**src/pmw_pkg.sv**
```systemverilog
package pmw_pkg;
   // register byte offsets
   localparam logic [7:0] PMW_CTRL_OFF = 8'h00;
   localparam logic [7:0] PMW_FUNC_OFF = 8'h04;
   localparam logic [7:0] PMW_STAT_OFF = 8'h08;
   localparam logic [7:0] PMW_CMD_OFF = 8'h0C;
   // control field positions
   localparam int PMW_CTRL_SCLK_BIT = 0;
   localparam int PMW_CTRL_USB_HOST_BIT = 1;
   localparam int PMW_CTRL_SUSP_BIT = 2;
   localparam int PMW_CTRL_RWAKE_BIT = 3;
   localparam int PMW_CTRL_COMBINED_BIT = 4;
   localparam int PMW_CTRL_REPORT_BIT = 5;
   localparam int PMW_CTRL_BACKUP_BIT = 6;
   localparam int PMW_CTRL_ACQ_DONE_BIT = 7;
   localparam int PMW_CTRL_CELL_EN_BIT = 8;
   // functionality level codes
   localparam logic [2:0] PMW_FUN_MIN = 3'h0;
   localparam logic [2:0] PMW_FUN_FULL = 3'h1;
   localparam logic [2:0] PMW_FUN_AIR = 3'h4;
   // reset values
   localparam logic [8:0] PMW_CTRL_RST = 9'h100;
   localparam logic [2:0] PMW_FUNC_RST = 3'h1;
   // axi responses
   localparam logic [1:0] PMW_RESP_OKAY = 2'h0;
   localparam logic [1:0] PMW_RESP_SLVERR = 2'h2;
   // pulse length of the ring line, in cycles
   localparam int PMW_RING_CYC = 16;
   // positioning part states, gray along the usual path
   typedef enum logic [1:0]
   {
      PMW_POS_OFF = 2'h0,
      PMW_POS_ACQ = 2'h1,
      PMW_POS_TRK = 2'h3,
      PMW_POS_BKP = 2'h2
   } pmw_pos_t;
endpackage

```
**src/pmw_sync.sv**
```systemverilog
`timescale 1ns/1ps
// two-flop synchroniser for pin levels
module pmw_sync #(
   parameter int W = 1,
   parameter logic [W-1:0] INIT = '0
)
(
   // clock and reset
   input wire logic aclk,
   input wire logic aresetn,
   // level in and out
   input wire logic [W-1:0] din,
   output logic [W-1:0] dout
);
   typedef struct packed
   {
      logic [W-1:0] s1;
      logic [W-1:0] s2;
   } pmw_sync_t;
   pmw_sync_t st_q;
   pmw_sync_t st_d;
   // refused at elaboration: a zero-width synchroniser has nothing to carry
   if (W < 1)
   begin
      $error("width must be positive");
   end
   // first stage only feeds the second
   always_comb
   begin
      st_d.s1 = din;
      st_d.s2 = st_q.s1;
   end
   always_ff @(posedge aclk)
   begin
      if (!aresetn)
      begin
         st_q <= {INIT, INIT};
      end
      else
      begin
         st_q <= st_d;
      end
   end
   assign dout = st_q.s2;
endmodule

```
**src/pmw_pos_fsm.sv**
```systemverilog
`timescale 1ns/1ps
// positioning part mode sequencer
module pmw_pos_fsm
   import pmw_pkg::*;
(
   // clock and reset
   input wire logic aclk,
   input wire logic aresetn,
   // conditions
   input wire logic run_ok,
   input wire logic backup_req,
   input wire logic acq_done,
   // state
   output pmw_pkg::pmw_pos_t state
);
   typedef struct packed
   {
      pmw_pos_t st;
   } pmw_pfs_t;
   pmw_pfs_t st_q;
   pmw_pfs_t st_d;
   // enter acquisition once powered (backup instead if backup_req is set), then tracking
   always_comb
   begin
      st_d = st_q;
      unique case (st_q.st)
         PMW_POS_OFF:
         begin
            if (run_ok)
            begin
               st_d.st = backup_req ? PMW_POS_BKP : PMW_POS_ACQ;
            end
         end
         PMW_POS_ACQ:
         begin
            if (!run_ok)
            begin
               st_d.st = PMW_POS_OFF;
            end
            else if (backup_req)
            begin
               st_d.st = PMW_POS_BKP;
            end
            else if (acq_done)
            begin
               st_d.st = PMW_POS_TRK;
            end
         end
         PMW_POS_TRK:
         begin
            if (!run_ok)
            begin
               st_d.st = PMW_POS_OFF;
            end
            else if (backup_req)
            begin
               st_d.st = PMW_POS_BKP;
            end
         end
         PMW_POS_BKP:
         begin
            // restart with acquisition; saved data shortens it
            if (!run_ok)
            begin
               st_d.st = PMW_POS_OFF;
            end
            else if (!backup_req)
            begin
               st_d.st = PMW_POS_ACQ;
            end
         end
      endcase
   end
   always_ff @(posedge aclk)
   begin
      if (!aresetn)
      begin
         st_q.st <= PMW_POS_OFF;
      end
      else
      begin
         st_q <= st_d;
      end
   end
   assign state = st_q.st;
endmodule

```
**src/pmw_power_mode_wake.sv**
```systemverilog
// Notes on behaviour
// - uart sleep needs sclk=1 and dtr high
// - dtr low wakes the device
// - pending report pulses ring line (uart)
// - usb suspend host also needs bus suspended
// - usb data from host wakes device
// - remote-wake host gets usb resume signalling
// - suspend without remote wake uses ring line
// - no-suspend host: vbus off sleeps, on wakes
// - radio-disable pin pulled high; low means airplane
// - airplane refuses rf-related commands
// - fun 0 min, 1 full default, 4 airplane
// - paging and data still received asleep
// - positioning runs when enable and backup present
// - acquisition first, then tracking
// - backup mode keeps navigation data
// - combined: positioning off when cellular off
// - combined: positioning uart cut from pins
//
// Register access over AXI4-Lite and the register addresses were left to the implementer.
`timescale 1ns/1ps
module pmw_power_mode_wake
   import pmw_pkg::*;
(
   // clock and reset
   input wire logic aclk,
   input wire logic aresetn,
   // axi4-lite write address
   input wire logic [7:0] s_axi_awaddr,
   input wire logic s_axi_awvalid,
   output logic s_axi_awready,
   // axi4-lite write data
   input wire logic [31:0] s_axi_wdata,
   input wire logic [3:0] s_axi_wstrb,
   input wire logic s_axi_wvalid,
   output logic s_axi_wready,
   // axi4-lite write response
   output logic [1:0] s_axi_bresp,
   output logic s_axi_bvalid,
   input wire logic s_axi_bready,
   // axi4-lite read address
   input wire logic [7:0] s_axi_araddr,
   input wire logic s_axi_arvalid,
   output logic s_axi_arready,
   // axi4-lite read data
   output logic [31:0] s_axi_rdata,
   output logic [1:0] s_axi_rresp,
   output logic s_axi_rvalid,
   input wire logic s_axi_rready,
   // host-facing pins, asynchronous
   input wire logic terminal_ready,
   input wire logic usb_bus_power_sense,
   input wire logic usb_suspended,
   input wire logic usb_host_traffic,
   input wire logic radio_disable_n,
   input wire logic positioning_power_enable,
   input wire logic positioning_backup_supply,
   // wake and mode outputs
   output logic ring_indicator_line,
   output logic usb_remote_wake,
   output logic sleep_active,
   output logic rf_enable,
   output logic sim_enable,
   output logic positioning_rf_enable,
   output logic positioning_system_supply,
   output logic positioning_uart_connect
);
   typedef struct packed
   {
      logic aw_got;
      logic [7:0] aw_addr;
      logic w_got;
      logic [31:0] w_data;
      logic [3:0] w_strb;
      logic bvalid;
      logic [1:0] bresp;
      logic rvalid;
      logic [31:0] rdata;
      logic [1:0] rresp;
      logic [8:0] ctrl;
      logic [2:0] fun;
      logic cmd_refused;
      logic cmd_done;
      logic asleep;
      logic ring;
      logic [4:0] ring_cnt;
      logic rwake;
      logic vbus_prev;
      logic rf_en;
      logic sim_en;
      logic pos_rf;
      logic pos_sup;
      logic pos_uart;
   } pmw_top_t;
   pmw_top_t st_q;
   pmw_top_t st_d;
   logic [6:0] pins_raw;
   logic [6:0] pins_s;
   logic dtr_s;
   logic vbus_s;
   logic susp_s;
   logic traf_s;
   logic wdis_n_s;
   logic pen_s;
   logic bkp_s;
   logic sleep_ok;
   logic wake_ev;
   logic report;
   logic airplane;
   logic pos_run_ok;
   pmw_pos_t pos_state;
   logic wr_fire;
   logic rd_fire;
   logic [31:0] wmask;

   // byte-lane mask from write strobes
   function automatic logic [31:0] lane_mask(input logic [3:0] strb);
      logic [31:0] m;
      m = '0;
      for (int i = 0; i < 4; i++)
      begin
         m[i*8 +: 8] = {8{strb[i]}};
      end
      return m;
   endfunction

   // decode of a mapped register offset, used by both channels
   function automatic logic addr_mapped(input logic [7:0] a);
      return (a == PMW_CTRL_OFF) || (a == PMW_FUNC_OFF) || (a == PMW_STAT_OFF) || (a == PMW_CMD_OFF);
   endfunction

   // all pins pass two flops; the pad pull-up is modelled by pin reset value high
   assign pins_raw = {terminal_ready, usb_bus_power_sense, usb_suspended, usb_host_traffic,
                      radio_disable_n, positioning_power_enable, positioning_backup_supply};
   pmw_sync #(
      .W(7),
      .INIT(7'h44)
   ) u_sync (
      .aclk(aclk),
      .aresetn(aresetn),
      .din(pins_raw),
      .dout(pins_s)
   );
   assign dtr_s = pins_s[6];
   assign vbus_s = pins_s[5];
   assign susp_s = pins_s[4];
   assign traf_s = pins_s[3];
   assign wdis_n_s = pins_s[2];
   assign pen_s = pins_s[1];
   assign bkp_s = pins_s[0];

   // positioning may run only while its own supplies are present
   assign pos_run_ok = pen_s && bkp_s && (!st_q.ctrl[PMW_CTRL_COMBINED_BIT] || st_q.ctrl[PMW_CTRL_CELL_EN_BIT]);
   pmw_pos_fsm u_pos (
      .aclk(aclk),
      .aresetn(aresetn),
      .run_ok(pos_run_ok),
      .backup_req(st_q.ctrl[PMW_CTRL_BACKUP_BIT]),
      .acq_done(st_q.ctrl[PMW_CTRL_ACQ_DONE_BIT]),
      .state(pos_state)
   );

   // sleep eligibility per host kind
   always_comb
   begin
      sleep_ok = st_q.ctrl[PMW_CTRL_SCLK_BIT] && dtr_s;
      if (st_q.ctrl[PMW_CTRL_USB_HOST_BIT])
      begin
         if (st_q.ctrl[PMW_CTRL_SUSP_BIT])
         begin
            sleep_ok = sleep_ok && susp_s;
         end
         else
         begin
            sleep_ok = sleep_ok && !vbus_s;
         end
      end
   end

   // wake sources; vbus return is an edge so it does not re-block sleep later
   assign wake_ev = !dtr_s
                    || (st_q.ctrl[PMW_CTRL_USB_HOST_BIT] && st_q.ctrl[PMW_CTRL_SUSP_BIT] && traf_s)
                    || (st_q.ctrl[PMW_CTRL_USB_HOST_BIT] && !st_q.ctrl[PMW_CTRL_SUSP_BIT]
                        && vbus_s && !st_q.vbus_prev);
   assign report = st_q.ctrl[PMW_CTRL_REPORT_BIT];
   assign airplane = !wdis_n_s || (st_q.fun == PMW_FUN_AIR);
   assign wr_fire = st_q.aw_got && st_q.w_got && !st_q.bvalid;
   assign rd_fire = s_axi_arvalid && !st_q.rvalid;
   assign wmask = lane_mask(st_q.w_strb);

   // next state of bus slave and mode logic
   always_comb
   begin
      st_d = st_q;
      st_d.vbus_prev = vbus_s;
      // write address and data taken in either order
      if (s_axi_awvalid && !st_q.aw_got)
      begin
         st_d.aw_got = 1'b1;
         st_d.aw_addr = s_axi_awaddr;
      end
      if (s_axi_wvalid && !st_q.w_got)
      begin
         st_d.w_got = 1'b1;
         st_d.w_data = s_axi_wdata;
         st_d.w_strb = s_axi_wstrb;
      end
      if (st_q.bvalid && s_axi_bready)
      begin
         st_d.bvalid = 1'b0;
      end
      if (wr_fire)
      begin
         st_d.aw_got = 1'b0;
         st_d.w_got = 1'b0;
         st_d.bvalid = 1'b1;
         st_d.bresp = addr_mapped(st_q.aw_addr) ? PMW_RESP_OKAY : PMW_RESP_SLVERR;
         unique case (st_q.aw_addr)
            PMW_CTRL_OFF:
            begin
               st_d.ctrl = 9'((st_q.ctrl & ~wmask[8:0]) | (st_q.w_data[8:0] & wmask[8:0]));
            end
            PMW_FUNC_OFF:
            begin
               // only the three documented levels are accepted
               if (wmask[0] && (st_q.w_data[2:0] == PMW_FUN_MIN || st_q.w_data[2:0] == PMW_FUN_FULL
                                || st_q.w_data[2:0] == PMW_FUN_AIR))
               begin
                  st_d.fun = st_q.w_data[2:0];
               end
               else
               begin
                  st_d.bresp = PMW_RESP_SLVERR;
               end
            end
            PMW_CMD_OFF:
            begin
               // bit0 flags an rf-related command; refused in airplane or minimum mode
               st_d.cmd_refused = st_q.w_data[0] && (airplane || st_q.fun == PMW_FUN_MIN);
               st_d.cmd_done = !st_d.cmd_refused;
               if (st_d.cmd_refused)
               begin
                  st_d.bresp = PMW_RESP_SLVERR;
               end
            end
            default:
            begin
               st_d.ctrl = st_q.ctrl;
            end
         endcase
      end
      // read channel, one cycle to answer
      if (st_q.rvalid && s_axi_rready)
      begin
         st_d.rvalid = 1'b0;
      end
      if (rd_fire)
      begin
         st_d.rvalid = 1'b1;
         st_d.rresp = addr_mapped(s_axi_araddr) ? PMW_RESP_OKAY : PMW_RESP_SLVERR;
         unique case (s_axi_araddr)
            PMW_CTRL_OFF: st_d.rdata = {23'h0, st_q.ctrl};
            PMW_FUNC_OFF: st_d.rdata = {29'h0, st_q.fun};
            PMW_STAT_OFF: st_d.rdata = {20'h0, st_q.cmd_done, st_q.cmd_refused, pos_state, st_q.pos_uart,
                                        st_q.pos_sup, st_q.pos_rf, st_q.sim_en, st_q.rf_en, st_q.rwake,
                                        st_q.ring, st_q.asleep};
            default: st_d.rdata = 32'h0;
         endcase
      end
      // sleep entry and exit; wake wins over entry in the same cycle
      if (wake_ev)
      begin
         st_d.asleep = 1'b0;
      end
      else if (sleep_ok)
      begin
         st_d.asleep = 1'b1;
      end
      // host wake for pending report
      st_d.rwake = 1'b0;
      if (st_q.ring_cnt != 5'h0)
      begin
         st_d.ring_cnt = st_q.ring_cnt - 5'h1;
      end
      if (report && st_q.ctrl[PMW_CTRL_USB_HOST_BIT] && st_q.ctrl[PMW_CTRL_SUSP_BIT]
          && st_q.ctrl[PMW_CTRL_RWAKE_BIT])
      begin
         st_d.rwake = susp_s;
      end
      else if (report && st_q.ring_cnt == 5'h0 && !st_q.ring)
      begin
         st_d.ring_cnt = 5'(PMW_RING_CYC);
      end
      st_d.ring = (st_d.ring_cnt != 5'h0);
      // rf follows the level and the pin, sim the level only; receive kept while asleep
      st_d.rf_en = !airplane && (st_q.fun != PMW_FUN_MIN);
      st_d.sim_en = (st_q.fun != PMW_FUN_MIN);
      st_d.pos_rf = (pos_state == PMW_POS_ACQ) || (pos_state == PMW_POS_TRK);
      st_d.pos_sup = pos_run_ok;
      st_d.pos_uart = !st_q.ctrl[PMW_CTRL_COMBINED_BIT];
   end

   always_ff @(posedge aclk)
   begin
      if (!aresetn)
      begin
         st_q <= '0;
         st_q.ctrl <= PMW_CTRL_RST;
         st_q.fun <= PMW_FUNC_RST;
         st_q.vbus_prev <= 1'b1;
      end
      else
      begin
         st_q <= st_d;
      end
   end

   // outputs straight from flops
   assign s_axi_awready = !st_q.aw_got;
   assign s_axi_wready = !st_q.w_got;
   assign s_axi_bvalid = st_q.bvalid;
   assign s_axi_bresp = st_q.bresp;
   assign s_axi_arready = !st_q.rvalid;
   assign s_axi_rvalid = st_q.rvalid;
   assign s_axi_rdata = st_q.rdata;
   assign s_axi_rresp = st_q.rresp;
   assign ring_indicator_line = st_q.ring;
   assign usb_remote_wake = st_q.rwake;
   assign sleep_active = st_q.asleep;
   assign rf_enable = st_q.rf_en;
   assign sim_enable = st_q.sim_en;
   assign positioning_rf_enable = st_q.pos_rf;
   assign positioning_system_supply = st_q.pos_sup;
   assign positioning_uart_connect = st_q.pos_uart;
endmodule

```
**config.mk**
```make
export PLATFORM = sky130hd
export DESIGN_NAME = pmw_power_mode_wake
export DESIGN_NICKNAME = d
export VERILOG_FILES = /design/src/pmw_pkg.sv /design/src/pmw_sync.sv /design/src/pmw_pos_fsm.sv /design/src/pmw_power_mode_wake.sv
export SDC_FILE = /design/constraint.sdc
export NUM_CORES = 1
export LEC_CHECK = 0
export BUFFER_PORTS_ARGS = -buffer_cell sky130_fd_sc_hd__buf_2
export CAP_MARGIN = 5
export CORE_MARGIN = 8
export CORE_UTILIZATION = 35
export DETAILED_ROUTE_END_ITERATION = 12
export GPL_ROUTABILITY_DRIVEN = 0
export PLACE_DENSITY = 0.63
export SETUP_SLACK_MARGIN = 0.02
export SYNTH_ARGS = -nofsm -noshare
export SYNTH_HDL_FRONTEND = slang
export SYNTH_SLANG_ARGS = --single-unit
```
**constraint.sdc**
```tcl
create_clock -name aclk -period 3.6 [get_ports aclk]
set_clock_uncertainty 0.1 [all_clocks]
set_input_delay 1.08 -clock aclk [delete_from_list [all_inputs] [get_ports aclk]]
set_output_delay 1.08 -clock aclk [all_outputs]
set_load 0.005 [all_outputs]
```
==> results of run 1 <==
metal layers:
metal | global-route usage, % | up-vias
met1 | 13.8 | 1127
li1 | - | 1284
met3 | 3.32 | 11
met4 | 6.65 | 0
met5 | 0 | -
met2 | 17.2 | 69
cells in the final DEF (no fill, tap or decap), types with 2 or more instances in the layout:
cell,instances
a21oi_1,24
a22oi_1,12
and2_1,11
and3b_1,2
buf_2,67
buf_4,2
clkbuf_8,11
clkinv_2,2
conb_1,22
dfxtp_1,81
inv_1,8
mux2_2,4
mux2i_1,20
nand2_1,38
nand2b_1,9
nand3_1,5
nor2_1,46
nor2b_1,5
nor3_1,5
nor3b_1,3
nor4_4,2
nor4b_4,2
o21a_1,2
o21ai_0,10
o2bb2ai_1,3
or3_1,3
xnor2_1,2
synthesized netlist by cell type, types with 2 or more instances:
master     number  area share (%)
dfxtp_1        81              48
nor2_1         46             5.1
nand2_1        38             4.2
buf_4          36             7.9
a21oi_1        24             3.5
mux2i_1        20             5.9
clkbuf_1       13             1.4
a22oi_1        12             2.6
and2_1         11             2.0
o21ai_0        10             1.5
nand2b_1        9             1.7
inv_1           8            0.88
nand3_1         5            0.73
nor2b_1         5            0.92
nor3_1          5            0.73
mux2_2          4             1.3
nor3b_1         3            0.66
o2bb2ai_1       3            0.77
or3_1           3            0.55
and3b_1         2            0.51
buf_2           2            0.29
nor4_4          2             1.2
nor4b_4         2             1.4
o21a_1          2            0.44
xnor2_1         2            0.51
power breakdown:
group / switching, mW / internal (mW)
clock network: 0.303 / 0.353
logic: 0.158 / 0.150
registers: 0.0489 / 0.947
total: 0.510 / 1.45
critical path, stage by stage:
cell	delay (ns)
buf_2	0.09
nand2b_1	0.42
nor4_4	0.56
a22oi_1	0.12
nor2_1	0.11
path summary, 6_finish.rpt:
path / startpoint / end / slack [ns]
worst max-delay path: s_axi_arvalid / s_axi_rdata[8] / 1.38
worst min-delay path: u_sync.st_d[6] / u_sync.dout[6] / 0.31
worst max register to register: s_axi_rvalid / s_axi_rdata[8] / 1.78
worst min register to register: u_sync.st_d[6] / u_sync.dout[6] / 0.31
per-stage QoR:
step                util, %  area, µm²  setup WS, ns  hold WS [ns]
global placement       38.3       3670          1.06         0.296
CTS                    40.3       3870          1.39         0.318
floorplan                 -       3480          1.34         0.286
detailed placement     38.3       3670          1.01         0.303
finish                 40.3       3870          1.38         0.312
global route           40.3       3870          1.24         0.349
cells by family (layout without fill, tap and decap cells):
logic type               after synthesis  in the layout
multiplexers                          24             24
buffers and inverters                 60             93
AO/OA/AOI/OAI                         59             59
XOR/XNOR                               2              2
other                                  1             22
flip-flops                            81             81
adder cells (fa/ha/maj)                1              1
AND/OR/NAND/NOR                      140            140
area by class of cell:
type | instances | area (µm²) | share of cell area (%)
Multi-Input combinational cell | 248 | 1500 | 38.8
Clock inverter | 3 | 40.0 | 1.04
Timing Repair Buffer | 69 | 350 | 9.06
Sequential cell | 81 | 1620 | 41.9
Clock buffer | 12 | 155 | 4.01
Tap cell | 133 | 166 | 4.30
Inverter | 9 | 33.8 | 0.874
==> flow_summary.yaml, run 1 <==
synth:
  netlist_area_mm2: 0.00340
  synth_seq_cells: 81
  ys.flop_type: "dfxtp_1"
  synth_compound_area_share_pct: 11.5
  synthSimpleGateAreaFrac_pct: 22.1
  synthCells: 368
  ys_seq_area_share_pct: 47.6
  synth_cell_types: 45
  synthXorXnorAreaFrac_pct: 0.515
  synth_mux_area_share_pct: 7.20
  synth_fa_ha_area_share_pct: 0.368
  synth.avg_cell_area_um2: 9.25
  synth_top_family_by_area: "simple AND/OR/NAND/NOR gates"
  synth_warnings: 0
  ys_async_sr_fraction_pct: 0
  synth_edf_count: 0
place:
  port_buffers: 67
  dp.cells: 540
  dp.final_hpwl_mm: 5.46
pwr:
  finalPower_mw: 1.96
  leakage_nw: 1.70
  power_density_mw_per_mm2: 507
  vdd_drop_max_v: 0.000185
timing:
  fin_crit_ns: 2.22
  period_share_pct: 61.6
  setup_tns_ns: 0
  slew_violations: 0
  tightest_slew_ns: 0.918
  slew_headroom_pct: 38.7
  rsz0062_at_grt: "no"
  max_freq_mhz: 451
  finalSetupViolCount: 0
  finalHoldViolCount: 0
drt:
  vias: 2491
  dr.pass1.iters: 4
  route.detailed.wl_per_inst_um: 13.1
  top_layer: "met4"
  wl_met2_mm: 3.09
  wl_mm: 7.27
  wl_met3_um: 575
  met1_length_mm: 3.47
  drt_iter0_drc: 96
  routed_via_density: 4.49
  drc_errors: 0
  ant_nets: 0
layout:
  finish.net_count: 485
  final_cell_count_no_fill: 555
  n_antenna_cell: 0
  fill_cells: 1003
  drive_gt1_share_pct: 23.0
  area_growth_pct: 13.6
die:
  initial_core_util_pct: 35.5
  die_w_um: 115
  die_area_mm2: 0.0131
  num_rows: 36
  ios: 115
  die_h_um: 115
  core_area_mm2: 0.00959
global_routing:
  antenna_found_initial: 0
  grt_start_max_net_pins: 33
  overflow: 0
  track_usage_pct: 11.3
  grt_pass1_wl_mm: 11.8
  grt_pass1_vias: 2431
clock_tree:
  postCtsSetupRepairBufs: 0
  clk_pin_slew_ns: 0.08
  cts_hold_buf: 0
  cts.repair.resized: 0
  cts_sinks: 81
  clk_path_buf_depth: 2
  tritoncts: "yes"
  clk_latency_ns: 0.35
  cts_made_buffers: 9
  h-tree-depth: 3
  cts-root-buf: "clkbuf_8"
worst_setup_path:
  crit_path_max_fanout: 17
  critPathRequiredTime_ns: 3.78
  cp-start-kind: "input port"
  end_kind: "flop"
  arrival_ns: 2.39
  worst-r2r-cell-count: 4
  critical_path_class: "input port to flop"
hold_path:
  hold_class: "flop to flop"
  holdPathStages: 1
job:
  cap_violations: 0
run_status:
  status: "finished clean"
Note: power is estimated with default switching activity, not from simulation.
==> run 2: changes to the inputs <==
Settings changed: PLACE_DENSITY 0.63 to 0.65.
Clock period 3.6 ns to 2.04 ns, I/O delays scaled along.
==> run 2 against run 1 <==
Effect of this change:
- die area unchanged
- total power up 84%
- design area up 1.7%
- combinational power is 81% higher
- setup slack worse by 1.1 ns
- global-route usage hardly changed
- first-iteration DRC count decreased by 22%
- critical endpoint is now ring_indicator_line
- count of clock-buffer cells in the layout decreased by 1
==> flow_summary.yaml, run 2 (same netlist as run 1, synthesis figures left out) <==
worst_setup_path:
  cp-start-kind: "flop"
  end_kind: "flop"
  critical_path_class: "flop to flop"
  startpoint: "st_q[7]"
  crit_path_max_fanout: 8
  critPathRequiredTime_ns: 2.17
  rr_startpoint: "st_q[7]"
  arrival_ns: 1.91
pwr:
  p_comb_share_pct: 15.5
  seqPwrFrac_pct: 48.9
  power.internal_mw: 2.69
  pwr-share-clk_pct: 35.7
  power_switching_mw: 0.917
  leakage_nw: 1.74
  vdd_drop_max_v: 0.000348
  finalPower_mw: 3.60
  power_density_mw_per_mm2: 917
  swShare_pct: 25.5
drt:
  routed_via_density: 4.52
  ant_nets: 0
  drt_iter0_drc: 75
  dr.pass1.iters: 4
  vias: 2521
  drc_errors: 0
  route.detailed.wl_per_inst_um: 13.0
  wl_mm: 7.26
timing:
  period_share_pct: 86.9
  slew_violations: 0
  setup_tns_ns: 0
  timing.hold.ws_ns: 0.314
  setup_ws_ns: 0.268
  slew_headroom_pct: 59.8
  fin_crit_ns: 1.77
  tightest_slew_ns: 0.602
  max_freq_mhz: 564
  finalHoldViolCount: 0
  rsz0062_at_grt: "no"
  finalSetupViolCount: 0
global_routing:
  grt_start_max_net_pins: 52
  track_usage_pct: 11.3
  overflow: 0
  antenna_found_initial: 0
  grt_pass1_vias: 2529
  grt_pass1_wl_mm: 11.8
clock_tree:
  postCtsSetupRepairBufs: 0
  cts.repair.resized: 0
  tritoncts: "yes"
  cts-root-buf: "clkbuf_8"
  cts_hold_buf: 0
  clk_pin_slew_ns: 0.07
  cts_made_buffers: 9
  clk_latency_ns: 0.35
  h-tree-depth: 3
  clk_path_buf_depth: 2
  cts_sinks: 81
layout:
  final_cell_count_no_fill: 558
  finish.net_count: 489
  final_cell_area_mm2: 0.00393
  n_antenna_cell: 0
  drive_gt1_share_pct: 23.8
  area_growth_pct: 15.4
  fin_util_pct: 41.0
  final_common_cell: "dfxtp_1"
  mostFrequentLayoutCells: "81 x dfxtp_1, 67 x buf_2, 46 x nor2_1, 38 x nand2_1, 24 x a21oi_1"
place:
  dpl-instance-area_mm2: 0.00371
  dp.final_hpwl_mm: 5.44
  dp_slack_ns: 0.0501
  port_buffers: 67
  dp.cells: 544
hold_path:
  hold_path_startpoint: "u_sync.st_d[6]"
  hold_class: "flop to flop"
die:
  die_h_um: 115
  num_rows: 36
  initial_core_util_pct: 35.5
  ios: 115
  die_w_um: 115
  die_area_mm2: 0.0131
  core_area_mm2: 0.00959
job:
  cap_violations: 0
run_status:
  status: "finished clean"
==> run 2: worst paths after layout <==
path | slack [ns] | to | cells past startpoint
setup / recovery | 0.27 | ring_indicator_line | 5
hold / removal | 0.31 | u_sync.dout[6] | 1
setup reg to reg | 0.27 | ring_indicator_line | 5
hold reg to reg | 0.31 | u_sync.dout[6] | 1
==> run 2: power groups by stage <==
stage / sequential, mW / combinational (mW) / clock (mW)
floorplan: 1.78 / 0.454 / 0
finish: 1.76 / 0.558 / 1.28
global route: 1.77 / 0.628 / 1.40
CTS: 1.76 / 0.560 / 1.32
detailed placement: 1.80 / 0.558 / 0
global placement: 1.79 / 0.541 / 0
==> run 2: layout make-up <==
class	instances	area, µm²
Fill cell	975	5660
Sequential cell	81	1620
Multi-Input combinational cell	248	1500
Timing Repair Buffer	73	393
Tap cell	133	166
Clock buffer	11	151
Clock inverter	3	65.1
Inverter	9	33.8
==> run 2: per-layer routing <==
layer | global-route usage [%] | vias up | share of wire (%)
met5 | 0 | - | 0
met4 | 6.30 | 0 | 2.2
met3 | 3.32 | 11 | 7.8
met2 | 17.1 | 80 | 42
met1 | 14.1 | 1142 | 48
li1 | - | 1288 | -
==> run 2: worst max-delay path, cell delays in order, from the launching register on <==
cell and delay [ns]:
dfxtp_1 0.35, inv_1 0.07, ha_1 0.26, nor4b_4 0.42, a21oi_1 0.08, o41a_1 0.37
